File: src/include/cawd_defs.svh
// constants of the counter array watchdog: offsets, bit positions, reset values, dividers
// assumes it is included by bare name in every file that needs it
`ifndef CAWD_DEFS_SVH
`define CAWD_DEFS_SVH

`define CAWD_ADDR_CTRL 8'hd8
`define CAWD_ADDR_MODE 8'hd9
`define CAWD_ADDR_M2MODE 8'hdc
`define CAWD_ADDR_CNTL 8'he9
`define CAWD_ADDR_CNTH 8'hf9
`define CAWD_ADDR_CMPL2 8'heb
`define CAWD_ADDR_CMPH2 8'hfb

`define CAWD_CTRL_OVF 7
`define CAWD_CTRL_RUN 6
`define CAWD_CTRL_F2 2

`define CAWD_MODE_IDLE 7
`define CAWD_MODE_WDE 6
`define CAWD_MODE_LCK 5
`define CAWD_MODE_CPS_HI 3
`define CAWD_MODE_CPS_LO 1
`define CAWD_MODE_OVFIE 0

`define CAWD_M2_CMPEN 6
`define CAWD_M2_MATCH 3
`define CAWD_M2_IRQEN 0

`define CAWD_CTRL_RST 8'h00
`define CAWD_MODE_RST 8'h40
`define CAWD_CPS_RST 3'h0
`define CAWD_CNT_RST 16'h0000
`define CAWD_CMP_RST 8'h00
`define CAWD_M2MODE_RST 8'h00
`define CAWD_M2_SWTIMER 8'h48

`define CAWD_DIV12_LAST 4'hb
`define CAWD_DIV4_LAST 2'h3
`define CAWD_DIV8_LAST 3'h7

`endif

File: src/include/cawd_pkg.sv
// types of the counter array watchdog
// assumes nothing of its surroundings
package cawd_pkg;
    typedef enum logic [2:0] {
        src_div12,
        src_div4,
        src_timer0,
        src_ext_fall,
        src_sys,
        src_ext_div8,
        src_rtc_div8,
        src_reserved
    } cawd_clksrc_t;
endpackage

File: src/verilog/cawd_timebase.sv
// counter timebase: one-cycle tick from the selected source
// assumes pin inputs are asynchronous and timer0_ovf_i is on clk_i
`include "cawd_defs.svh"
`timescale 1ns/10ps
`default_nettype none
module cawd_timebase (
    // clock, reset, enable
    input wire logic clk_i,
    input wire logic rst_n_i,
    input wire logic ce_i,
    // selection
    input wire logic [2:0] sel_i,
    // sources
    input wire logic timer0_ovf_i,
    input wire logic eci_i,
    input wire logic ext_clk_i,
    input wire logic rtc_clk_i,
    // tick
    output logic tick_o
);
    logic [2:0] pins;
    logic [2:0] s1_q;
    logic [2:0] s2_q;
    logic [2:0] s3_q;
    logic [3:0] div12_q;
    logic [1:0] div4_q;
    logic [2:0] div8_q [1:0];
    logic [1:0] div8_hit;
    logic tick_d;
    cawd_pkg::cawd_clksrc_t src;

    assign pins = {eci_i, ext_clk_i, rtc_clk_i};
    assign src = cawd_pkg::cawd_clksrc_t'(sel_i);

    // two-flop synchronisers, third flop only for edge detection
    genvar i;
    generate
        for (i = 0; i < 3; i = i + 1) begin : g_sync
            always_ff @(posedge clk_i or negedge rst_n_i) begin
                if (!rst_n_i) begin
                    s1_q[i] <= 1'b0;
                    s2_q[i] <= 1'b0;
                    s3_q[i] <= 1'b0;
                end else if (ce_i) begin
                    s1_q[i] <= pins[i];
                    s2_q[i] <= s1_q[i];
                    s3_q[i] <= s2_q[i];
                end
            end
        end
        // rising-edge divide-by-8 for rtc (0) and external clock (1)
        for (i = 0; i < 2; i = i + 1) begin : g_div8
            assign div8_hit[i] = s2_q[i] && !s3_q[i] && (div8_q[i] == `CAWD_DIV8_LAST);
            always_ff @(posedge clk_i or negedge rst_n_i) begin
                if (!rst_n_i) begin
                    div8_q[i] <= 3'h0;
                end else if (ce_i && s2_q[i] && !s3_q[i]) begin
                    div8_q[i] <= div8_q[i] + 3'h1;
                end
            end
        end
    endgenerate

    always_ff @(posedge clk_i or negedge rst_n_i) begin
        if (!rst_n_i) begin
            div12_q <= 4'h0;
            div4_q <= 2'h0;
        end else if (ce_i) begin
            div12_q <= (div12_q == `CAWD_DIV12_LAST) ? 4'h0 : div12_q + 4'h1;
            div4_q <= div4_q + 2'h1;
        end
    end

    always_comb begin
        case (src)
            cawd_pkg::src_div12: tick_d = (div12_q == `CAWD_DIV12_LAST);
            cawd_pkg::src_div4: tick_d = (div4_q == `CAWD_DIV4_LAST);
            cawd_pkg::src_timer0: tick_d = timer0_ovf_i;
            cawd_pkg::src_ext_fall: tick_d = !s2_q[2] && s3_q[2];
            cawd_pkg::src_sys: tick_d = 1'b1;
            cawd_pkg::src_ext_div8: tick_d = div8_hit[1];
            cawd_pkg::src_rtc_div8: tick_d = div8_hit[0];
            default: tick_d = 1'b0;
        endcase
    end

    always_ff @(posedge clk_i or negedge rst_n_i) begin
        if (!rst_n_i) begin
            tick_o <= 1'b0;
        end else if (ce_i) begin
            tick_o <= tick_d;
        end
    end
endmodule
`default_nettype wire

File: src/verilog/cawd_top.sv
// counter array watchdog: 16-bit counter, control and mode registers, module 2 watchdog
// assumes a byte-wide special-function register port on clk_i and a system reset
// controller that consumes wd_reset_o and pulls rst_n_i
`include "cawd_defs.svh"
`timescale 1ns/10ps
`default_nettype none
module cawd_top (
    // clock, reset, enable
    input wire logic clk_i,
    input wire logic rst_n_i,
    input wire logic ce_i,
    // special-function register port
    input wire logic [7:0] sfr_addr_i,
    input wire logic [7:0] sfr_wdata_i,
    input wire logic sfr_we_i,
    output logic [7:0] sfr_rdata_o,
    // core status
    input wire logic idle_i,
    // timebase sources
    input wire logic timer0_ovf_i,
    input wire logic eci_i,
    input wire logic ext_clk_i,
    input wire logic rtc_clk_i,
    // modules 0 and 1
    input wire logic [1:0] match_set_i,
    input wire logic [1:0] match_irq_en_i,
    // results
    output logic irq_o,
    output logic wd_reset_o,
    output logic wd_enabled_o
);
    logic [1:0] rst_sync_q;
    logic rst_n;
    logic tick;

    // register state
    logic ovf_q;
    logic cr_q;
    logic [2:0] flag_q;
    logic idle_suspend_q;
    logic wde_q;
    logic lck_q;
    logic [2:0] cps_q;
    logic ecf_q;
    logic [7:0] m2mode_q;
    logic [15:0] cnt_q;
    logic [7:0] cmpl_q;
    logic [7:0] cmph_q;

    // reset release through two flops
    always_ff @(posedge clk_i or negedge rst_n_i) begin
        if (!rst_n_i) begin
            rst_sync_q <= 2'b00;
        end else begin
            rst_sync_q <= {rst_sync_q[0], 1'b1};
        end
    end
    assign rst_n = rst_sync_q[1];

    cawd_timebase u_timebase (
        .clk_i(clk_i),
        .rst_n_i(rst_n),
        .ce_i(ce_i),
        .sel_i(cps_q),
        .timer0_ovf_i(timer0_ovf_i),
        .eci_i(eci_i),
        .ext_clk_i(ext_clk_i),
        .rtc_clk_i(rtc_clk_i),
        .tick_o(tick)
    );

    // address decode
    wire wr_ctrl = sfr_we_i && (sfr_addr_i == `CAWD_ADDR_CTRL);
    wire wr_mode = sfr_we_i && (sfr_addr_i == `CAWD_ADDR_MODE);
    wire wr_m2mode = sfr_we_i && (sfr_addr_i == `CAWD_ADDR_M2MODE);
    wire wr_cntl = sfr_we_i && (sfr_addr_i == `CAWD_ADDR_CNTL);
    wire wr_cnth = sfr_we_i && (sfr_addr_i == `CAWD_ADDR_CNTH);
    wire wr_cmpl = sfr_we_i && (sfr_addr_i == `CAWD_ADDR_CMPL2);
    wire wr_cmph = sfr_we_i && (sfr_addr_i == `CAWD_ADDR_CMPH2);

    // counter stepping
    wire run = cr_q || wde_q;
    wire susp = idle_suspend_q && idle_i;
    wire step = tick && run && !susp;
    wire [15:0] cnt_inc = cnt_q + 16'h0001;
    wire [15:0] cnt_step = step ? cnt_inc : cnt_q;
    wire low_ovf = step && (cnt_q[7:0] == 8'hff);
    wire wrap = step && (cnt_q == 16'hffff);
    wire [7:0] cntl_d = (wr_cntl && !wde_q) ? sfr_wdata_i : cnt_step[7:0];
    wire [7:0] cnth_d = (wr_cnth && !wde_q) ? sfr_wdata_i : cnt_step[15:8];

    // module 2: software timer compare, forced while the watchdog runs
    wire [7:0] m2_eff = wde_q ? `CAWD_M2_SWTIMER : m2mode_q;
    wire m2_hit = step && m2_eff[`CAWD_M2_CMPEN] && m2_eff[`CAWD_M2_MATCH]
                  && (cnt_q == {cmph_q, cmpl_q});
    // refresh: the written byte is discarded; deadline is offset plus one overflows ahead
    wire [7:0] cmph_d = wr_cmph ? cnt_q[15:8] + cmpl_q : cmph_q;

    // watchdog reset causes
    wire timeout = wde_q && low_ovf && (cmph_q == cnt_q[15:8]);
    wire force_rst = wde_q && wr_ctrl && sfr_wdata_i[`CAWD_CTRL_F2];

    // enable and lock; lock also enables and can only be cleared by reset
    wire lck_d = lck_q || (wr_mode && sfr_wdata_i[`CAWD_MODE_LCK]);
    wire wde_set = sfr_wdata_i[`CAWD_MODE_WDE] || sfr_wdata_i[`CAWD_MODE_LCK];
    wire wde_d = lck_q ? 1'b1 : (wr_mode ? wde_set : wde_q);
    wire cfg_wr = wr_mode && !wde_q;

    // flags: hardware set wins over a software write of zero
    wire [2:0] flag_set = {m2_hit, match_set_i};
    wire [2:0] flag_d;
    genvar i;
    generate
        for (i = 0; i < 3; i = i + 1) begin : g_flag
            assign flag_d[i] = flag_set[i] || (wr_ctrl ? sfr_wdata_i[i] : flag_q[i]);
        end
    endgenerate
    wire ovf_d = wrap || (wr_ctrl ? sfr_wdata_i[`CAWD_CTRL_OVF] : ovf_q);

    wire irq_d = (ovf_q && ecf_q) || (flag_q[2] && m2_eff[`CAWD_M2_IRQEN])
                 || ((flag_q[1:0] & match_irq_en_i) != 2'b00);

    // read mux; reserved bits read zero, run bit shows only the software value
    wire [7:0] rd_ctrl = {ovf_q, cr_q, 3'b000, flag_q};
    wire [7:0] rd_mode = {idle_suspend_q, wde_q, lck_q, 1'b0, cps_q, ecf_q};
    wire [7:0] rd_mux = (sfr_addr_i == `CAWD_ADDR_CTRL) ? rd_ctrl :
                        (sfr_addr_i == `CAWD_ADDR_MODE) ? rd_mode :
                        (sfr_addr_i == `CAWD_ADDR_M2MODE) ? m2mode_q :
                        (sfr_addr_i == `CAWD_ADDR_CNTL) ? cnt_q[7:0] :
                        (sfr_addr_i == `CAWD_ADDR_CNTH) ? cnt_q[15:8] :
                        (sfr_addr_i == `CAWD_ADDR_CMPL2) ? cmpl_q :
                        (sfr_addr_i == `CAWD_ADDR_CMPH2) ? cmph_q : 8'h00;

    // control register
    always_ff @(posedge clk_i or negedge rst_n) begin
        if (!rst_n) begin
            ovf_q <= 1'b0;
            cr_q <= 1'b0;
            flag_q <= 3'h0;
        end else if (ce_i) begin
            ovf_q <= ovf_d;
            cr_q <= wr_ctrl ? sfr_wdata_i[`CAWD_CTRL_RUN] : cr_q;
            flag_q <= flag_d;
        end
    end

    // mode register
    always_ff @(posedge clk_i or negedge rst_n) begin
        if (!rst_n) begin
            idle_suspend_q <= 1'b0;
            wde_q <= 1'b1;
            lck_q <= 1'b0;
            cps_q <= `CAWD_CPS_RST;
            ecf_q <= 1'b0;
        end else if (ce_i) begin
            wde_q <= wde_d;
            lck_q <= lck_d;
            if (cfg_wr) begin
                idle_suspend_q <= sfr_wdata_i[`CAWD_MODE_IDLE];
                cps_q <= sfr_wdata_i[`CAWD_MODE_CPS_HI:`CAWD_MODE_CPS_LO];
            end
            if (wr_mode) begin
                ecf_q <= sfr_wdata_i[`CAWD_MODE_OVFIE];
            end
        end
    end

    // counter and module 2
    always_ff @(posedge clk_i or negedge rst_n) begin
        if (!rst_n) begin
            cnt_q <= `CAWD_CNT_RST;
            cmpl_q <= `CAWD_CMP_RST;
            cmph_q <= `CAWD_CMP_RST;
            m2mode_q <= `CAWD_M2MODE_RST;
        end else if (ce_i) begin
            cnt_q <= {cnth_d, cntl_d};
            cmph_q <= cmph_d;
            if (wr_cmpl) begin
                cmpl_q <= sfr_wdata_i;
            end
            if (wr_m2mode && !wde_q) begin
                m2mode_q <= sfr_wdata_i;
            end
        end
    end

    // outputs
    always_ff @(posedge clk_i or negedge rst_n) begin
        if (!rst_n) begin
            sfr_rdata_o <= 8'h00;
            irq_o <= 1'b0;
            wd_reset_o <= 1'b0;
            wd_enabled_o <= 1'b1;
        end else if (ce_i) begin
            sfr_rdata_o <= rd_mux;
            irq_o <= irq_d;
            wd_reset_o <= timeout || force_rst;
            wd_enabled_o <= wde_d;
        end
    end

    a_wd_counter_runs: assert property (
        @(posedge clk_i) disable iff (!rst_n)
        ce_i && wde_q && tick && !susp |=> cnt_q == $past(cnt_q) + 16'h0001)
        else $error("counter did not step while watchdog enabled");

    a_cnt_write_block: assert property (
        @(posedge clk_i) disable iff (!rst_n)
        ce_i && wde_q && (wr_cntl || wr_cnth) && !step |=> cnt_q == $past(cnt_q))
        else $error("counter write taken while watchdog enabled");

    a_cfg_frozen: assert property (
        @(posedge clk_i) disable iff (!rst_n)
        wde_q |=> cps_q == $past(cps_q) && idle_suspend_q == $past(idle_suspend_q))
        else $error("clock source or idle bit changed while watchdog enabled");

    a_m2_mode_frozen: assert property (
        @(posedge clk_i) disable iff (!rst_n)
        wde_q |=> m2mode_q == $past(m2mode_q))
        else $error("module 2 mode changed while watchdog enabled");

    a_run_readback: assert property (
        @(posedge clk_i) disable iff (!rst_n)
        ce_i && sfr_addr_i == `CAWD_ADDR_CTRL |=> sfr_rdata_o[6] == $past(cr_q))
        else $error("run bit read back does not match software value");

    a_wd_timeout: assert property (
        @(posedge clk_i) disable iff (!rst_n)
        ce_i && wde_q && step && cnt_q[7:0] == 8'hff && cmph_q == cnt_q[15:8]
        |=> wd_reset_o)
        else $error("watchdog timeout did not reset");

    a_no_false_reset: assert property (
        @(posedge clk_i) disable iff (!rst_n)
        ce_i && !wde_q |=> !wd_reset_o)
        else $error("reset issued with watchdog disabled");

    a_refresh_load: assert property (
        @(posedge clk_i) disable iff (!rst_n)
        ce_i && wr_cmph |=> cmph_q == $past(cnt_q[15:8]) + $past(cmpl_q))
        else $error("refresh did not load high byte plus offset");

    a_force_reset: assert property (
        @(posedge clk_i) disable iff (!rst_n)
        ce_i && wde_q && wr_ctrl && sfr_wdata_i[2] |=> wd_reset_o)
        else $error("flag 2 write did not force reset");

    a_lock_holds: assert property (
        @(posedge clk_i) disable iff (!rst_n)
        lck_q |=> wde_q && lck_q)
        else $error("locked watchdog was disabled");

    a_ovf_set: assert property (
        @(posedge clk_i) disable iff (!rst_n)
        ce_i && step && cnt_q == 16'hffff && !wr_cntl && !wr_cnth
        |=> ovf_q && cnt_q == 16'h0000)
        else $error("wrap did not set overflow flag");

    a_idle_halt: assert property (
        @(posedge clk_i) disable iff (!rst_n)
        ce_i && idle_suspend_q && idle_i && !wr_cntl && !wr_cnth |=> cnt_q == $past(cnt_q))
        else $error("counter moved during suspended idle");
endmodule
`default_nettype wire

File: config.mk
export PLATFORM = sky130hd
export DESIGN_NAME = cawd_top
export DESIGN_NICKNAME = d
export VERILOG_FILES = /design/src/include/cawd_pkg.sv /design/src/verilog/cawd_timebase.sv /design/src/verilog/cawd_top.sv
export VERILOG_INCLUDE_DIRS = /design/src /design/src/include
export SDC_FILE = /design/constraint.sdc
export NUM_CORES = 1
export LEC_CHECK = 0
export BUFFER_PORTS_ARGS = -buffer_cell sky130_fd_sc_hd__clkbuf_2
export CORE_UTILIZATION = 49
export CTS_CLUSTER_SIZE = 28
export DETAILED_ROUTE_END_ITERATION = 8
export GPL_TIMING_DRIVEN = 1
export PLACE_DENSITY = 0.78
export SYNTH_ARGS = -nofsm -noshare
export SYNTH_HDL_FRONTEND = slang
export SYNTH_HIERARCHICAL = 1
export SYNTH_SLANG_ARGS = --single-unit
File: constraint.sdc
create_clock -name clk_i -period 4 [get_ports clk_i]
set_input_delay 0.4 -clock clk_i [delete_from_list [all_inputs] [get_ports clk_i]]
set_output_delay 0.4 -clock clk_i [all_outputs]
set_load 0.1 [all_outputs]
Word level (Yosys, flattened, before mapping)
Cells that the tools add are included.
- register bits after elaboration: 86
- input port bits: 29
- output and inout bits: 11
- bitwise operators: 1
- reductions and logical operators: 64
- multiplexer cells: 19
- add/subtract/negate cells: 6
- equal/unequal tests: 21
- operators with widths (cell ; number):
    $mux 8 ; 9
    $eq 8x8->1 const B ; 8
    $logic_and 1x1->1 ; 35
    $reduce_and 2->1 ; 9
    $add 16x1->16 const B ; 1
    $eq 16x16->1 ; 1
    $eq 16x16->1 const B ; 1
    $mux 16 ; 1
    $eq 3x3->1 const B ; 5
    $logic_or 1x1->1 ; 10
    $add 8x8->8 ; 1
    $eq 8x8->1 ; 1
    $reduce_bool 2->1 ; 4
    $mux 7 ; 1
    $pmux 1 s7 ; 1
    $add 3x1->3 const B ; 2
    $eq 3x2->1 const B ; 2
    $mux 1 ; 6
    $logic_not 1->1 ; 5
    $add 4x1->4 const B ; 1
    $eq 4x4->1 const B ; 1
    $mux 4 ; 1
    $eq 3x1->1 const B ; 1
    $logic_not 3->1 ; 1
    other kinds (3) ; 3

Longest topological paths before layout
Gate-level depths: netlist of run 1.
- depth in word-level cells: 8
- mapped depth: 9

Cells and area by module
Netlist of run 1, hierarchy kept.
- modules (own cells, without submodules) (module ; area an instance (um2) ; seq. area each (um2) ; cells each ; times used):
    cawd_top ; 4028.9 ; 1602.8 ; 437 ; 1
    cawd_timebase ; 1028.5 ; 550.5 ; 77 ; 1

Worst setup path after synthesis of run 1
Ideal clock, no wire load.
- path type: register -> register
- start point: register wde_q
- end point: register cnt_q[10]
- clock period less this slack: 2.078 ns
- cell stages (with the launch flop): 6
- data required time: 3.873 ns
- arrival: 1.951 ns
- buffers on the path: 0
- slack: 1.922 ns
- path through: dfstp_2 > and2b_1 > and4_1 > nor2_2 > a21oi_1 > o2bb2a_1
- word-level cells in the longest chain between the ends: 5
- elaborated cells on any way between the ends: 8
- ends and longest elaborated chain (element ; RTL line ; source):
    start, declared ; cawd_top.sv:41 ; logic wde_q;
    start signal, assigned ; cawd_top.sv:156 ; wde_q <= wde_d;
    $logic_or 1x1->1 ; cawd_top.sv:82 ; wire run = cr_q || wde_q;
    $logic_and 1x1->1 (2 in series) ; cawd_top.sv:84 ; wire step = tick && run && !susp;
    $reduce_bool 2->1 (no source line) ; n/a ;
    $reduce_and 2->1 (no source line) ; n/a ;
    end signal, assigned ; cawd_top.sv:171 ; cnt_q <= `CAWD_CNT_RST;
    end signal, assigned ; cawd_top.sv:176 ; cnt_q <= {cnth_d, cntl_d};
    end, declared ; cawd_top.sv:46 ; logic [15:0] cnt_q;
Parallel ways exist; a longest one is shown, timed or not.
A chain may end at the register's enable or synchronous reset.

Worst setup path in the final report of run 1
- start point: register cnt_q[8]
- end point: register cmph_q[6]
- word-level cells in the longest chain between the ends: 1
- ends and longest elaborated chain (element ; RTL line ; source):
    $add 8x8->8 ; cawd_top.sv:97 ; wire [7:0] cmph_d = wr_cmph ? cnt_q[15:8] + cmpl_q : cmph_q;
    end signal, assigned ; cawd_top.sv:173 ; cmph_q <= `CAWD_CMP_RST;
    end signal, assigned ; cawd_top.sv:177 ; cmph_q <= cmph_d;
    end, declared ; cawd_top.sv:48 ; logic [7:0] cmph_q;
No other way between the ends.

==> results of run 1 <==
through the flow:
| step | instance area [um2] | total power, mW |
|---|---|---|
| floorplan | 5057 | 1.370 |
| global placement | 5286 | 1.462 |
| detailed placement | 5286 | 1.498 |
| CTS | 5509 | 2.155 |
| global route | 5509 | 2.245 |
| finish | 5509 | 2.136 |
synthesized netlist by cell type, types with 4 or more instances:
master / number / share of area
sky130_fd_sc_hd__and3_1: 11 / 0.014
sky130_fd_sc_hd__nor4_1: 4 / 0.0049
sky130_fd_sc_hd__o221ai_1: 4 / 0.0069
sky130_fd_sc_hd__clkbuf_1: 9 / 0.0067
sky130_fd_sc_hd__xor2_1: 13 / 0.023
sky130_fd_sc_hd__a211oi_1: 6 / 0.0089
sky130_fd_sc_hd__nand2b_1: 12 / 0.015
sky130_fd_sc_hd__nand3_1: 16 / 0.016
sky130_fd_sc_hd__nor3_1: 16 / 0.016
sky130_fd_sc_hd__nand2_1: 50 / 0.037
sky130_fd_sc_hd__buf_4: 6 / 0.0089
sky130_fd_sc_hd__a22oi_1: 5 / 0.0074
sky130_fd_sc_hd__dfrtp_1: 85 / 0.42
sky130_fd_sc_hd__nand3b_1: 5 / 0.0074
sky130_fd_sc_hd__mux2i_1: 6 / 0.012
sky130_fd_sc_hd__ha_1: 14 / 0.035
sky130_fd_sc_hd__xnor2_1: 12 / 0.021
sky130_fd_sc_hd__o22ai_1: 6 / 0.0074
sky130_fd_sc_hd__nor2b_1: 5 / 0.0062
sky130_fd_sc_hd__nor2_1: 17 / 0.013
sky130_fd_sc_hd__and2_1: 5 / 0.0062
sky130_fd_sc_hd__inv_1: 7 / 0.0052
sky130_fd_sc_hd__o21ai_0: 32 / 0.032
sky130_fd_sc_hd__a31oi_1: 5 / 0.0062
sky130_fd_sc_hd__nand4_1: 10 / 0.012
sky130_fd_sc_hd__a21o_1: 4 / 0.0059
sky130_fd_sc_hd__a21oi_1: 43 / 0.043
sky130_fd_sc_hd__buf_2: 10 / 0.0099
sky130_fd_sc_hd__mux2_2: 35 / 0.078
flip-flops by register name, summed over array words and instances, names as in the netlist, 2 cells and up:
name and flops:
cmpl_q 8, u_timebase/s1_q 3, u_timebase/div12_q 4, u_timebase/div4_q 2, cps_q 3, u_timebase/s3_q 3
cmph_q 8, u_timebase/div8_q 6, flag_q 3, cnt_q 16, m2mode_q 8, u_timebase/s2_q 3
sfr_rdata_o 8, rst_sync_q 2
layout make-up:
class	count	area, um2
clock buffer	9	123.9
timing repair buffer	41	212.7
multi-input combinational	394	2734
tap	133	166.4
clock inverter	7	88.84
fill	887	4400
inverter	7	26.28
sequential	86	2157
tightest hold or removal path, cell delays in order:
cell,delay (ns)
sky130_fd_sc_hd__clkbuf_2,0.08
sky130_fd_sc_hd__nand2_1,0.04
sky130_fd_sc_hd__nand2_1,0.04
report_power, final:
| part | switching, mW | internal (mW) | leakage (nW) | total (mW) |
|---|---|---|---|---|
| Combinational | 0.215 | 0.171 | 1.29 | 0.386 |
| Sequential | 0.118 | 0.973 | 1.10 | 1.09 |
| Clock | 0.356 | 0.302 | 0.104 | 0.658 |
kinds of logic (layout without fill, tap and decap cells):
| group | count (synthesis) | count (layout) |
|---|---|---|
| simple gates | 177 | 177 |
| other cells | 1 | 1 |
| flops | 86 | 86 |
| xor+xnor | 25 | 25 |
| compound gates | 132 | 132 |
| mux | 44 | 44 |
| fa+ha+maj | 15 | 15 |
| buf+inv | 34 | 64 |
worst paths after layout:
kind / slack [ns] / end / start / cells past startpoint
worst min-delay path: 0.22 / flag_q[0]$_DFFE_PN0P_ / match_set_i[0] / 3
worst max-delay path: 1.76 / cmph_q[6]$_DFFE_PN0P_ / cnt_q[8]$_DFFE_PN0P_ / 7
min in group asynchronous: 0.34 / rst_sync_q[1]$_DFF_PN0_ / rst_n_i / 2
max in group asynchronous: 2.79 / cmpl_q[0]$_DFFE_PN0P_ / rst_sync_q[1]$_DFF_PN0_ / 0
worst min register to register: 0.35 / rst_sync_q[1]$_DFF_PN0_ / rst_sync_q[0]$_DFF_PN0_ / 0
worst max register to register: 1.76 / cmph_q[6]$_DFFE_PN0P_ / cnt_q[8]$_DFFE_PN0P_ / 7
per-layer routing:
| metal | up-vias | track usage |
|---|---|---|
| li1 | 1944 | - |
| met5 | - | 0 |
| met3 | 42 | 0.05035 |
| met1 | 2040 | 0.3389 |
| met4 | 0 | 0.1128 |
| met2 | 175 | 0.4046 |
==> flow_summary.toml, run 1 <==
[sta]
timing.slew.headroom = 0.2888
timing.final.setup_violations = 0
worst_tran_pin_value_ns = 1.067
fin_setup_tns_ns = 0
number_of_failing_hold_endpoints_at_the_final_stage = 0
clock_skew_ns = 0.009194
setup_slack_ns = 1.761
grt_setup_unrepaired = "false"
max_clock_freq_ghz = 0.4466
finalMaxSlewViolations = 0
final_worst_path_cycle_share = 0.5598
fin_worst_hold_slack_ns = 0.2168
fin_crit_ns = 2.239

[placed_design]
place_hpwl_um = 9344
detailedPlace.worstSlack_ns = 1.477
port_buffers = 39
gpl.final_weighted_congestion = 0.9155
dp_cells = 660

[floorplanning]
row_count = 36
dieWidth_um = 103.6
initial_core_util = 0.5104
ios = 40
die_area_um2 = 10730
core_area_um2 = 9910
chipHeight_um = 103.6

[yosys]
compound_gate_fraction_of_synth_area = 0.1633
synth.yosys.warnings = 6
share_of_synthesized_registers_carrying_an_async_set_or_reset = 1.000
synth-seq-area-share = 0.4258
yosys-mux-area-fraction = 0.09871
yosys.area_share.simple = 0.1959
synth_top_family_by_area = "simple AND/OR/NAND/NOR gates"
synth_edf_count = 0
ys_seq_elements = 86
post_synth_instance_area_um2 = 5057
syn-num-nets = 558
syn_avg_cell_area_um2 = 9.839
synth-main-ff-cell = "sky130_fd_sc_hd__dfrtp_1"
post_synth_fa_ha_maj_area_fraction = 0.03859
synthDistinctLibCells = 73
netlist_instances = 514
fraction_of_synthesized_cell_area_in_xor_and_xnor_cells = 0.04330

[worst_hold_path]
min_path_type = "in -> reg"

[route]
route.final.wire_length_um = 13080
routed-wl-met3_um = 928
detailedRoute.firstPassIterationCount = 5
final_antenna_net_count = 0
dr.first_iter.drc_count = 330
num_vias = 4201
routed_wire_length_per_instance_um = 19.31
routed-wl-met2_um = 6062
routed_via_density = 6.205
drc = 0
met1_wire_length_um = 5596
route.top_layer_used = "met4"

[clock_tree]
cts.repair_timing.setup_buffer_count = 0
tritoncts = "built"
cts_sinks = 86
clock_slew_seen_by_the_registers_of_the_worst_setup_and_hold_paths_ns = 0.10
latest_clock_arrival_within_the_worst_skew_pair_ns = 0.37
cts.repair.resized = 0
cts-buffers-inserted = 9
root_buffer = "sky130_fd_sc_hd__clkbuf_8"
cts-root-to-sink-buffers = 2
ctsHtreeMaxLevel = 3
ctsHoldBuffers = 1

[run]
drv.max_cap_violation_count = 0

[grt]
global_route_wire_length_before_repair_um = 21190
number_of_global_route_vias_before_repair = 4134
antenna_found_initial = 0
grt-ovfl-total = 0
grt_max_degree = 85
global_routing_usage_summed_across_all_routing_layers = 0.2551

[power_and_ir_drop]
pwr_density_cell_nw_per_um2 = 387.6
p_leak_nw = 2.491
irDropWorstVdd_v = 0.0002937

[critical_path]
crit_path_top_delay_cell = "sky130_fd_sc_hd__dfrtp_1"
critPathMaxStageDelay_ns = 0.51
critPathBufInv = 0
cp-start-kind = "flip-flop"
crit_family = "adder cells"
worst_ep_arrival_time_ns = 2.49
worstSetupPathType = "reg -> reg"
worstPathRequired_ns = 4.25
critical_path.cell_chain = "ha_1 -> fa_1 -> a211oi_1 -> o21bai_1 -> a21oi_1 -> xor2_1 -> o21ai_1"
crit_fanout = 8
type_of_element_capturing_the_critical_path = "flip-flop"

[layout]
syn_to_final_growth_pct = 8.931
n_antenna_cell = 0
final_cell_mix = "sky130_fd_sc_hd__dfrtp_1, sky130_fd_sc_hd__nand2_1, sky130_fd_sc_hd__a21oi_1"
final_net_count = 583
drive_above_1_share = 0.2077
fin_util = 0.5559
finalNonFillerCells = 677
commonest_non_fill_non_tap_cell_in_the_layout = "sky130_fd_sc_hd__dfrtp_1"

[outcome]
run_status = "finished, final reports clean"
(Power assumes the default switching activity.)
==> run 2: changes to the inputs <==
Settings changed: PLACE_DENSITY 0.78 to 0.81.
Clock period 4 ns to 2 ns, I/O delays scaled along.
==> run 2 against run 1 <==
Against the previous run: critical path depth is 1 lower; clock power up 120%; routed wire length grew 1.1%; design area is 6.4% higher; first-iteration DRC count up 22%; utilization is 3.6 points higher; global-route usage grew 0.40 points; die area is the same; sequential power up 96%; sequential share of layout area decreased by 2.3 points; count of clock-buffer cells in the layout is 1 higher; clock skew grew 0.0013 ns; critical path type unchanged; critical endpoint is now flag_q[2]$_DFFE_PN0P_.
==> flow_summary.toml, run 2 (synthesis results as in run 1) <==
[critical_path]
type_of_element_capturing_the_critical_path = "flip-flop"
crit-reg2reg-capture = "flag_q[2]$_DFFE_PN0P_"
worstPathRequired_ns = 2.30
cp-start-kind = "flip-flop"
worstSetupPathType = "reg -> reg"
critical_path.reg2reg.startpoint = "cmph_q[6]$_DFFE_PN0P_"
reg2reg_setup_slack_ns = 0.1
ff2ff_path_depth = 6
worst_ep_arrival_time_ns = 2.20
crit_fanout = 3

[grt]
grt_max_degree = 38
global_routing_usage_summed_across_all_routing_layers = 0.2590
grt-ovfl-total = 0
antenna_found_initial = 1
number_of_global_route_vias_before_repair = 4328
global_route_wire_length_before_repair_um = 21770

[sta]
clock_skew_ns = 0.01051
timing.slew.headroom = 0.6394
setup_slack_ns = 0.09782
fin_crit_ns = 1.902
fin_worst_hold_slack_ns = 0.03154
final_worst_path_cycle_share = 0.9511
fin_setup_tns_ns = 0
grt_setup_unrepaired = "false"
max_clock_freq_ghz = 0.5257
worst_tran_pin_value_ns = 0.5433
finalMaxSlewViolations = 0
number_of_failing_hold_endpoints_at_the_final_stage = 0
timing.final.setup_violations = 0

[layout]
finalInstanceArea_um2 = 5863
drive_above_1_share = 0.2732
fill_cells = 840
final_net_count = 621
n_antenna_cell = 0
finalNonFillerCells = 715
commonest_non_fill_non_tap_cell_in_the_layout = "sky130_fd_sc_hd__dfrtp_1"
syn_to_final_growth_pct = 15.93
register_bank_with_the_most_flops = "cnt_q"
max_reg_flops = 16
final_cell_mix = "sky130_fd_sc_hd__dfrtp_1, sky130_fd_sc_hd__nand2_1, sky130_fd_sc_hd__a21oi_1"
fin_util = 0.5917

[floorplanning]
ios = 40
core_area_um2 = 9910
die_area_um2 = 10730
dieWidth_um = 103.6
chipHeight_um = 103.6
initial_core_util = 0.5104
row_count = 36

[clock_tree]
cts.repair_timing.setup_buffer_count = 0
ctsHtreeMaxLevel = 3
latest_clock_arrival_within_the_worst_skew_pair_ns = 0.38
cts-root-to-sink-buffers = 2
clock_slew_seen_by_the_registers_of_the_worst_setup_and_hold_paths_ns = 0.09
cts_sinks = 86
cts-buffers-inserted = 9
tritoncts = "built"
root_buffer = "sky130_fd_sc_hd__clkbuf_8"

[power_and_ir_drop]
pwr_density_cell_nw_per_um2 = 765.2
finalPower_mw = 4.486
irDropWorstVdd_v = 0.0004645
p_leak_nw = 2.711

[route]
routed_wire_length_per_instance_um = 18.50
route.final.wire_length_um = 13220
routed_via_density = 6.106
drc = 0
final_antenna_net_count = 0
detailedRoute.firstPassIterationCount = 7
num_vias = 4366
dr.first_iter.drc_count = 401

[worst_hold_path]
timing.hold.worst.start = "match_set_i[0]"
hold_path_depth = 3
min_path_type = "in -> reg"
hold-path-endpoint = "flag_q[0]$_DFFE_PN0P_"

[run]
drv.max_cap_violation_count = 0

[placed_design]
detailedPlace.worstSlack_ns = 0.04234
dp_cells = 698
place_area_um2 = 5588
place_hpwl_um = 9885
port_buffers = 39
gpl.final_weighted_congestion = 0.9510

[outcome]
run_status = "finished, final reports clean"
==> run 2: changes by cell type in the layout (fill, tap and decap cells not counted), sizes merged <==
cell / delta
clkbuf: +1
buf: +38
clkinvlp: -1
inv: +1
clkinv: -2
bufinv: +1
==> run 2: timing repair <==
item / 4_1_cts / 5_1_grt
endpoints found under the hold margin: 2 / 0
hold buffers: 1 / 0
gates resized for setup: 0 / 8
endpoints found under the setup margin: 0 / 4
==> run 2: layout make-up <==
type | count | area, um2 | area share
clock buffer | 10 | 137.6 | 0.02347
clock inverter | 6 | 97.59 | 0.01665
inverter | 7 | 26.28 | 0.004481
multi-input combinational | 394 | 2761 | 0.4710
sequential | 86 | 2163 | 0.3690
tap | 133 | 166.4 | 0.02838
timing repair buffer | 79 | 510.5 | 0.08707
==> run 2: where the power goes <==
group | switching [mW] | internal (mW)
clock | 0.695 | 0.760
combinational | 0.506 | 0.389
sequential | 0.186 | 1.95
==> run 2: routing by layer <==
layer  track usage  share of wire  wire (um)
met5             0              0          0
met2        0.4027           0.45       5996
met4       0.09834          0.030        394
met3       0.06734          0.085       1120
met1        0.3468           0.43       5713
==> run 2: worst max path at each step <==
stage / start / endpoint / slack [ns] / depth (start not counted)
6_report: cmph_q[6]$_DFFE_PN0P_ / flag_q[2]$_DFFE_PN0P_ / 0.1 / 6
5_1_grt: cnt_q[9]$_DFFE_PN0P_ / flag_q[2]$_DFFE_PN0P_ / 0.03 / 5
4_1_cts: cnt_q[8]$_DFFE_PN0P_ / flag_q[2]$_DFFE_PN0P_ / 0.007 / 6
3_5_place_dp: cnt_q[8]$_DFFE_PN0P_ / flag_q[2]$_DFFE_PN0P_ / 0.04 / 6
3_3_place_gp: cnt_q[8]$_DFFE_PN0P_ / flag_q[2]$_DFFE_PN0P_ / 0.03 / 6
2_1_floorplan: wde_q$_DFFE_PN1P_ / cnt_q[10]$_DFFE_PN0P_ / 0.04 / 5
==> run 2: worst max-delay path: stages (launching register included) <==
cell	delay, ns
sky130_fd_sc_hd__dfrtp_1	0.44
sky130_fd_sc_hd__xor2_1	0.18
sky130_fd_sc_hd__nor4_1	0.27
sky130_fd_sc_hd__buf_4	0.16
sky130_fd_sc_hd__nand2_1	0.08
sky130_fd_sc_hd__or4_1	0.55
sky130_fd_sc_hd__o21ai_0	0.16
==> run 3: changes to the inputs <==
Settings changed: MAX_ROUTING_LAYER from default to met4.
==> run 3 against run 2 <==
Against the previous run: sequential cell count is the same; design area fell by 1.0%; fmax is 0.11% lower; routed wire length grew 1.6%; first-iteration DRC count shrank 8.7%.
==> flow_summary.toml, run 3 (synthesis results as in run 1) <==
[critical_path]
cp-start-kind = "flip-flop"
crit-reg2reg-capture = "cnt_q[10]$_DFFE_PN0P_"
worstSetupPathType = "reg -> reg"
critical_path.cell_chain = "and2b_1 -> and4_1 -> or2_2 -> o2bb2a_1"
critPathMaxStageDelay_ns = 0.68
crit_path_top_delay_cell = "sky130_fd_sc_hd__dfstp_4"
worstPathRequired_ns = 2.30
ff2ff_path_depth = 4
crit_fanout = 8
crit_family = "simple AND/OR/NAND/NOR gates"
critical_path.reg2reg.startpoint = "wde_q$_DFFE_PN1P_"
worst_ep_arrival_time_ns = 2.21
reg2reg_setup_slack_ns = 0.1
critPathBufInv = 0
type_of_element_capturing_the_critical_path = "flip-flop"

[power_and_ir_drop]
pwr_density_cell_nw_per_um2 = 724.5
cell_internal_pwr_mw = 2.833
comb_power_share = 0.209
clock_power_share = 0.282
power_frac_seq = 0.509
switching_power_total_mw = 1.371
irDropWorstVdd_v = 0.0005679
switching_share = 0.3261
p_leak_nw = 2.680

[floorplanning]
core_area_um2 = 9910
chipHeight_um = 103.6
die_area_um2 = 10730
initial_core_util = 0.5104
ios = 40
dieWidth_um = 103.6
row_count = 36

[clock_tree]
clock_slew_seen_by_the_registers_of_the_worst_setup_and_hold_paths_ns = 0.09
cts-buffers-inserted = 9
cts_sinks = 86
cts-root-to-sink-buffers = 2
latest_clock_arrival_within_the_worst_skew_pair_ns = 0.39
tritoncts = "built"
cts.repair_timing.setup_buffer_count = 0
ctsHtreeMaxLevel = 3
root_buffer = "sky130_fd_sc_hd__clkbuf_8"

[sta]
finalMaxSlewViolations = 0
timing.slew.headroom = 0.6394
setup_slack_ns = 0.09576
final_worst_path_cycle_share = 0.9521
timing.final.setup_violations = 0
max_clock_freq_ghz = 0.5251
fin_crit_ns = 1.904
number_of_failing_hold_endpoints_at_the_final_stage = 0
clock_skew_ns = 0.01904
fin_worst_hold_slack_ns = 0.01123
worst_tran_pin_value_ns = 0.5431

[layout]
commonest_non_fill_non_tap_cell_in_the_layout = "sky130_fd_sc_hd__dfrtp_1"
final_cell_mix = "sky130_fd_sc_hd__dfrtp_1, sky130_fd_sc_hd__nand2_1, sky130_fd_sc_hd__a21oi_1"
register_bank_with_the_most_flops = "cnt_q"
finalNonFillerCells = 715
max_reg_flops = 16
syn_to_final_growth_pct = 14.75
drive_above_1_share = 0.2715
fill_cells = 875
n_antenna_cell = 0
final_net_count = 621

[worst_hold_path]
hold_path_depth = 3
timing.hold.worst.start = "match_set_i[1]"
min_path_type = "in -> reg"
hold-path-endpoint = "flag_q[1]$_DFFE_PN0P_"

[placed_design]
port_buffers = 39
place_hpwl_um = 9970
gpl.final_weighted_congestion = 0.9991
dp_cells = 698
detailedPlace.worstSlack_ns = 0.05716

[grt]
grt-ovfl-total = 0
antenna_found_initial = 0
global_routing_usage_summed_across_all_routing_layers = 0.2722
global_route_wire_length_before_repair_um = 21960
grt_max_degree = 40
number_of_global_route_vias_before_repair = 4198

[run]
drv.max_cap_violation_count = 0

[route]
num_vias = 4366
detailedRoute.firstPassIterationCount = 5
drc = 0
final_antenna_net_count = 0
route.final.wire_length_um = 13440
routed-wl-met3_um = 1000
routed_via_density = 6.106
met1_wire_length_um = 5937
route.top_layer_used = "met4"
routed-wl-met2_um = 6045
routed_wire_length_per_instance_um = 18.80
dr.first_iter.drc_count = 366

[outcome]
run_status = "finished, final reports clean"
run 3: cell types whose count changed in the layout (fill, tap and decap cells not counted), moves of 2 or more:
cell,delta
sky130_fd_sc_hd__a211oi_1,+2
sky130_fd_sc_hd__a211oi_2,-2
sky130_fd_sc_hd__bufinv_16,-2
sky130_fd_sc_hd__inv_6,-2
run 3: layer usage:
layer,vias up,track usage
li1,2027,-
met1,2098,0.3652
met2,195,0.3864
met3,46,0.06671
met4,0,0.1284
met5,-,-
run 3: power groups by stage:
stage	logic (mW)	clock network [mW]	registers, mW
6_report	0.879	1.19	2.14
5_1_grt	0.966	1.28	2.17
4_1_cts	0.878	1.20	2.14
3_5_place_dp	0.873	0	2.17
3_3_place_gp	0.830	0	2.15
2_1_floorplan	0.477	0	2.27
run 3: worst register-to-register path, cell delays in order, from the launching register on:
cell and delay, ns:
sky130_fd_sc_hd__dfstp_4 0.68, sky130_fd_sc_hd__and2b_1 0.25, sky130_fd_sc_hd__and4_1 0.29, sky130_fd_sc_hd__or2_2 0.33
sky130_fd_sc_hd__o2bb2a_1 0.27
run 3: repair_timing:
item / 4_1_cts / 5_1_grt
resized for setup: 0 / 9
setup endpoints to repair: 0 / 4
hold buffers: 1 / 0
hold endpoints to repair: 2 / 0
run 3: final cells by class:
type | instances | area (um2) | area share
clock inverters | 5 | 41.29 | 0.007115
inverters | 7 | 26.28 | 0.004528
clock buffers | 11 | 141.4 | 0.02436
flip-flops and latches | 86 | 2165 | 0.3730
well taps | 133 | 166.4 | 0.02868
repair buffers | 79 | 510.5 | 0.08797
multi-input cells | 394 | 2753 | 0.4743
run 3: how the worst max path moves through the flow:
stage | from | to | slack, ns | depth (start not counted)
finish | wde_q$_DFFE_PN1P_ | cnt_q[10]$_DFFE_PN0P_ | 0.1 | 4
global route | cnt_q[9]$_DFFE_PN0P_ | cmph_q[7]$_DFFE_PN0P_ | -0.02 | 6
CTS | cnt_q[8]$_DFFE_PN0P_ | flag_q[2]$_DFFE_PN0P_ | 0.03 | 6
detailed placement | cnt_q[8]$_DFFE_PN0P_ | flag_q[2]$_DFFE_PN0P_ | 0.06 | 6
global placement | cmph_q[6]$_DFFE_PN0P_ | flag_q[2]$_DFFE_PN0P_ | 0.03 | 6
floorplan | wde_q$_DFFE_PN1P_ | cnt_q[10]$_DFFE_PN0P_ | 0.04 | 5
run 3: stage by stage:
| step | power (mW) | util | setup TNS [ns] | area [um2] |
|---|---|---|---|---|
| floorplan | 2.744 | - | 0 | 5062 |
| global route | 4.416 | 0.5856 | -0.01511 | 5803 |
| global placement | 2.983 | 0.5639 | 0 | 5588 |
| finish | 4.204 | 0.5856 | 0 | 5803 |
| CTS | 4.220 | 0.5833 | 0 | 5781 |
| detailed placement | 3.047 | 0.5639 | 0 | 5588 |
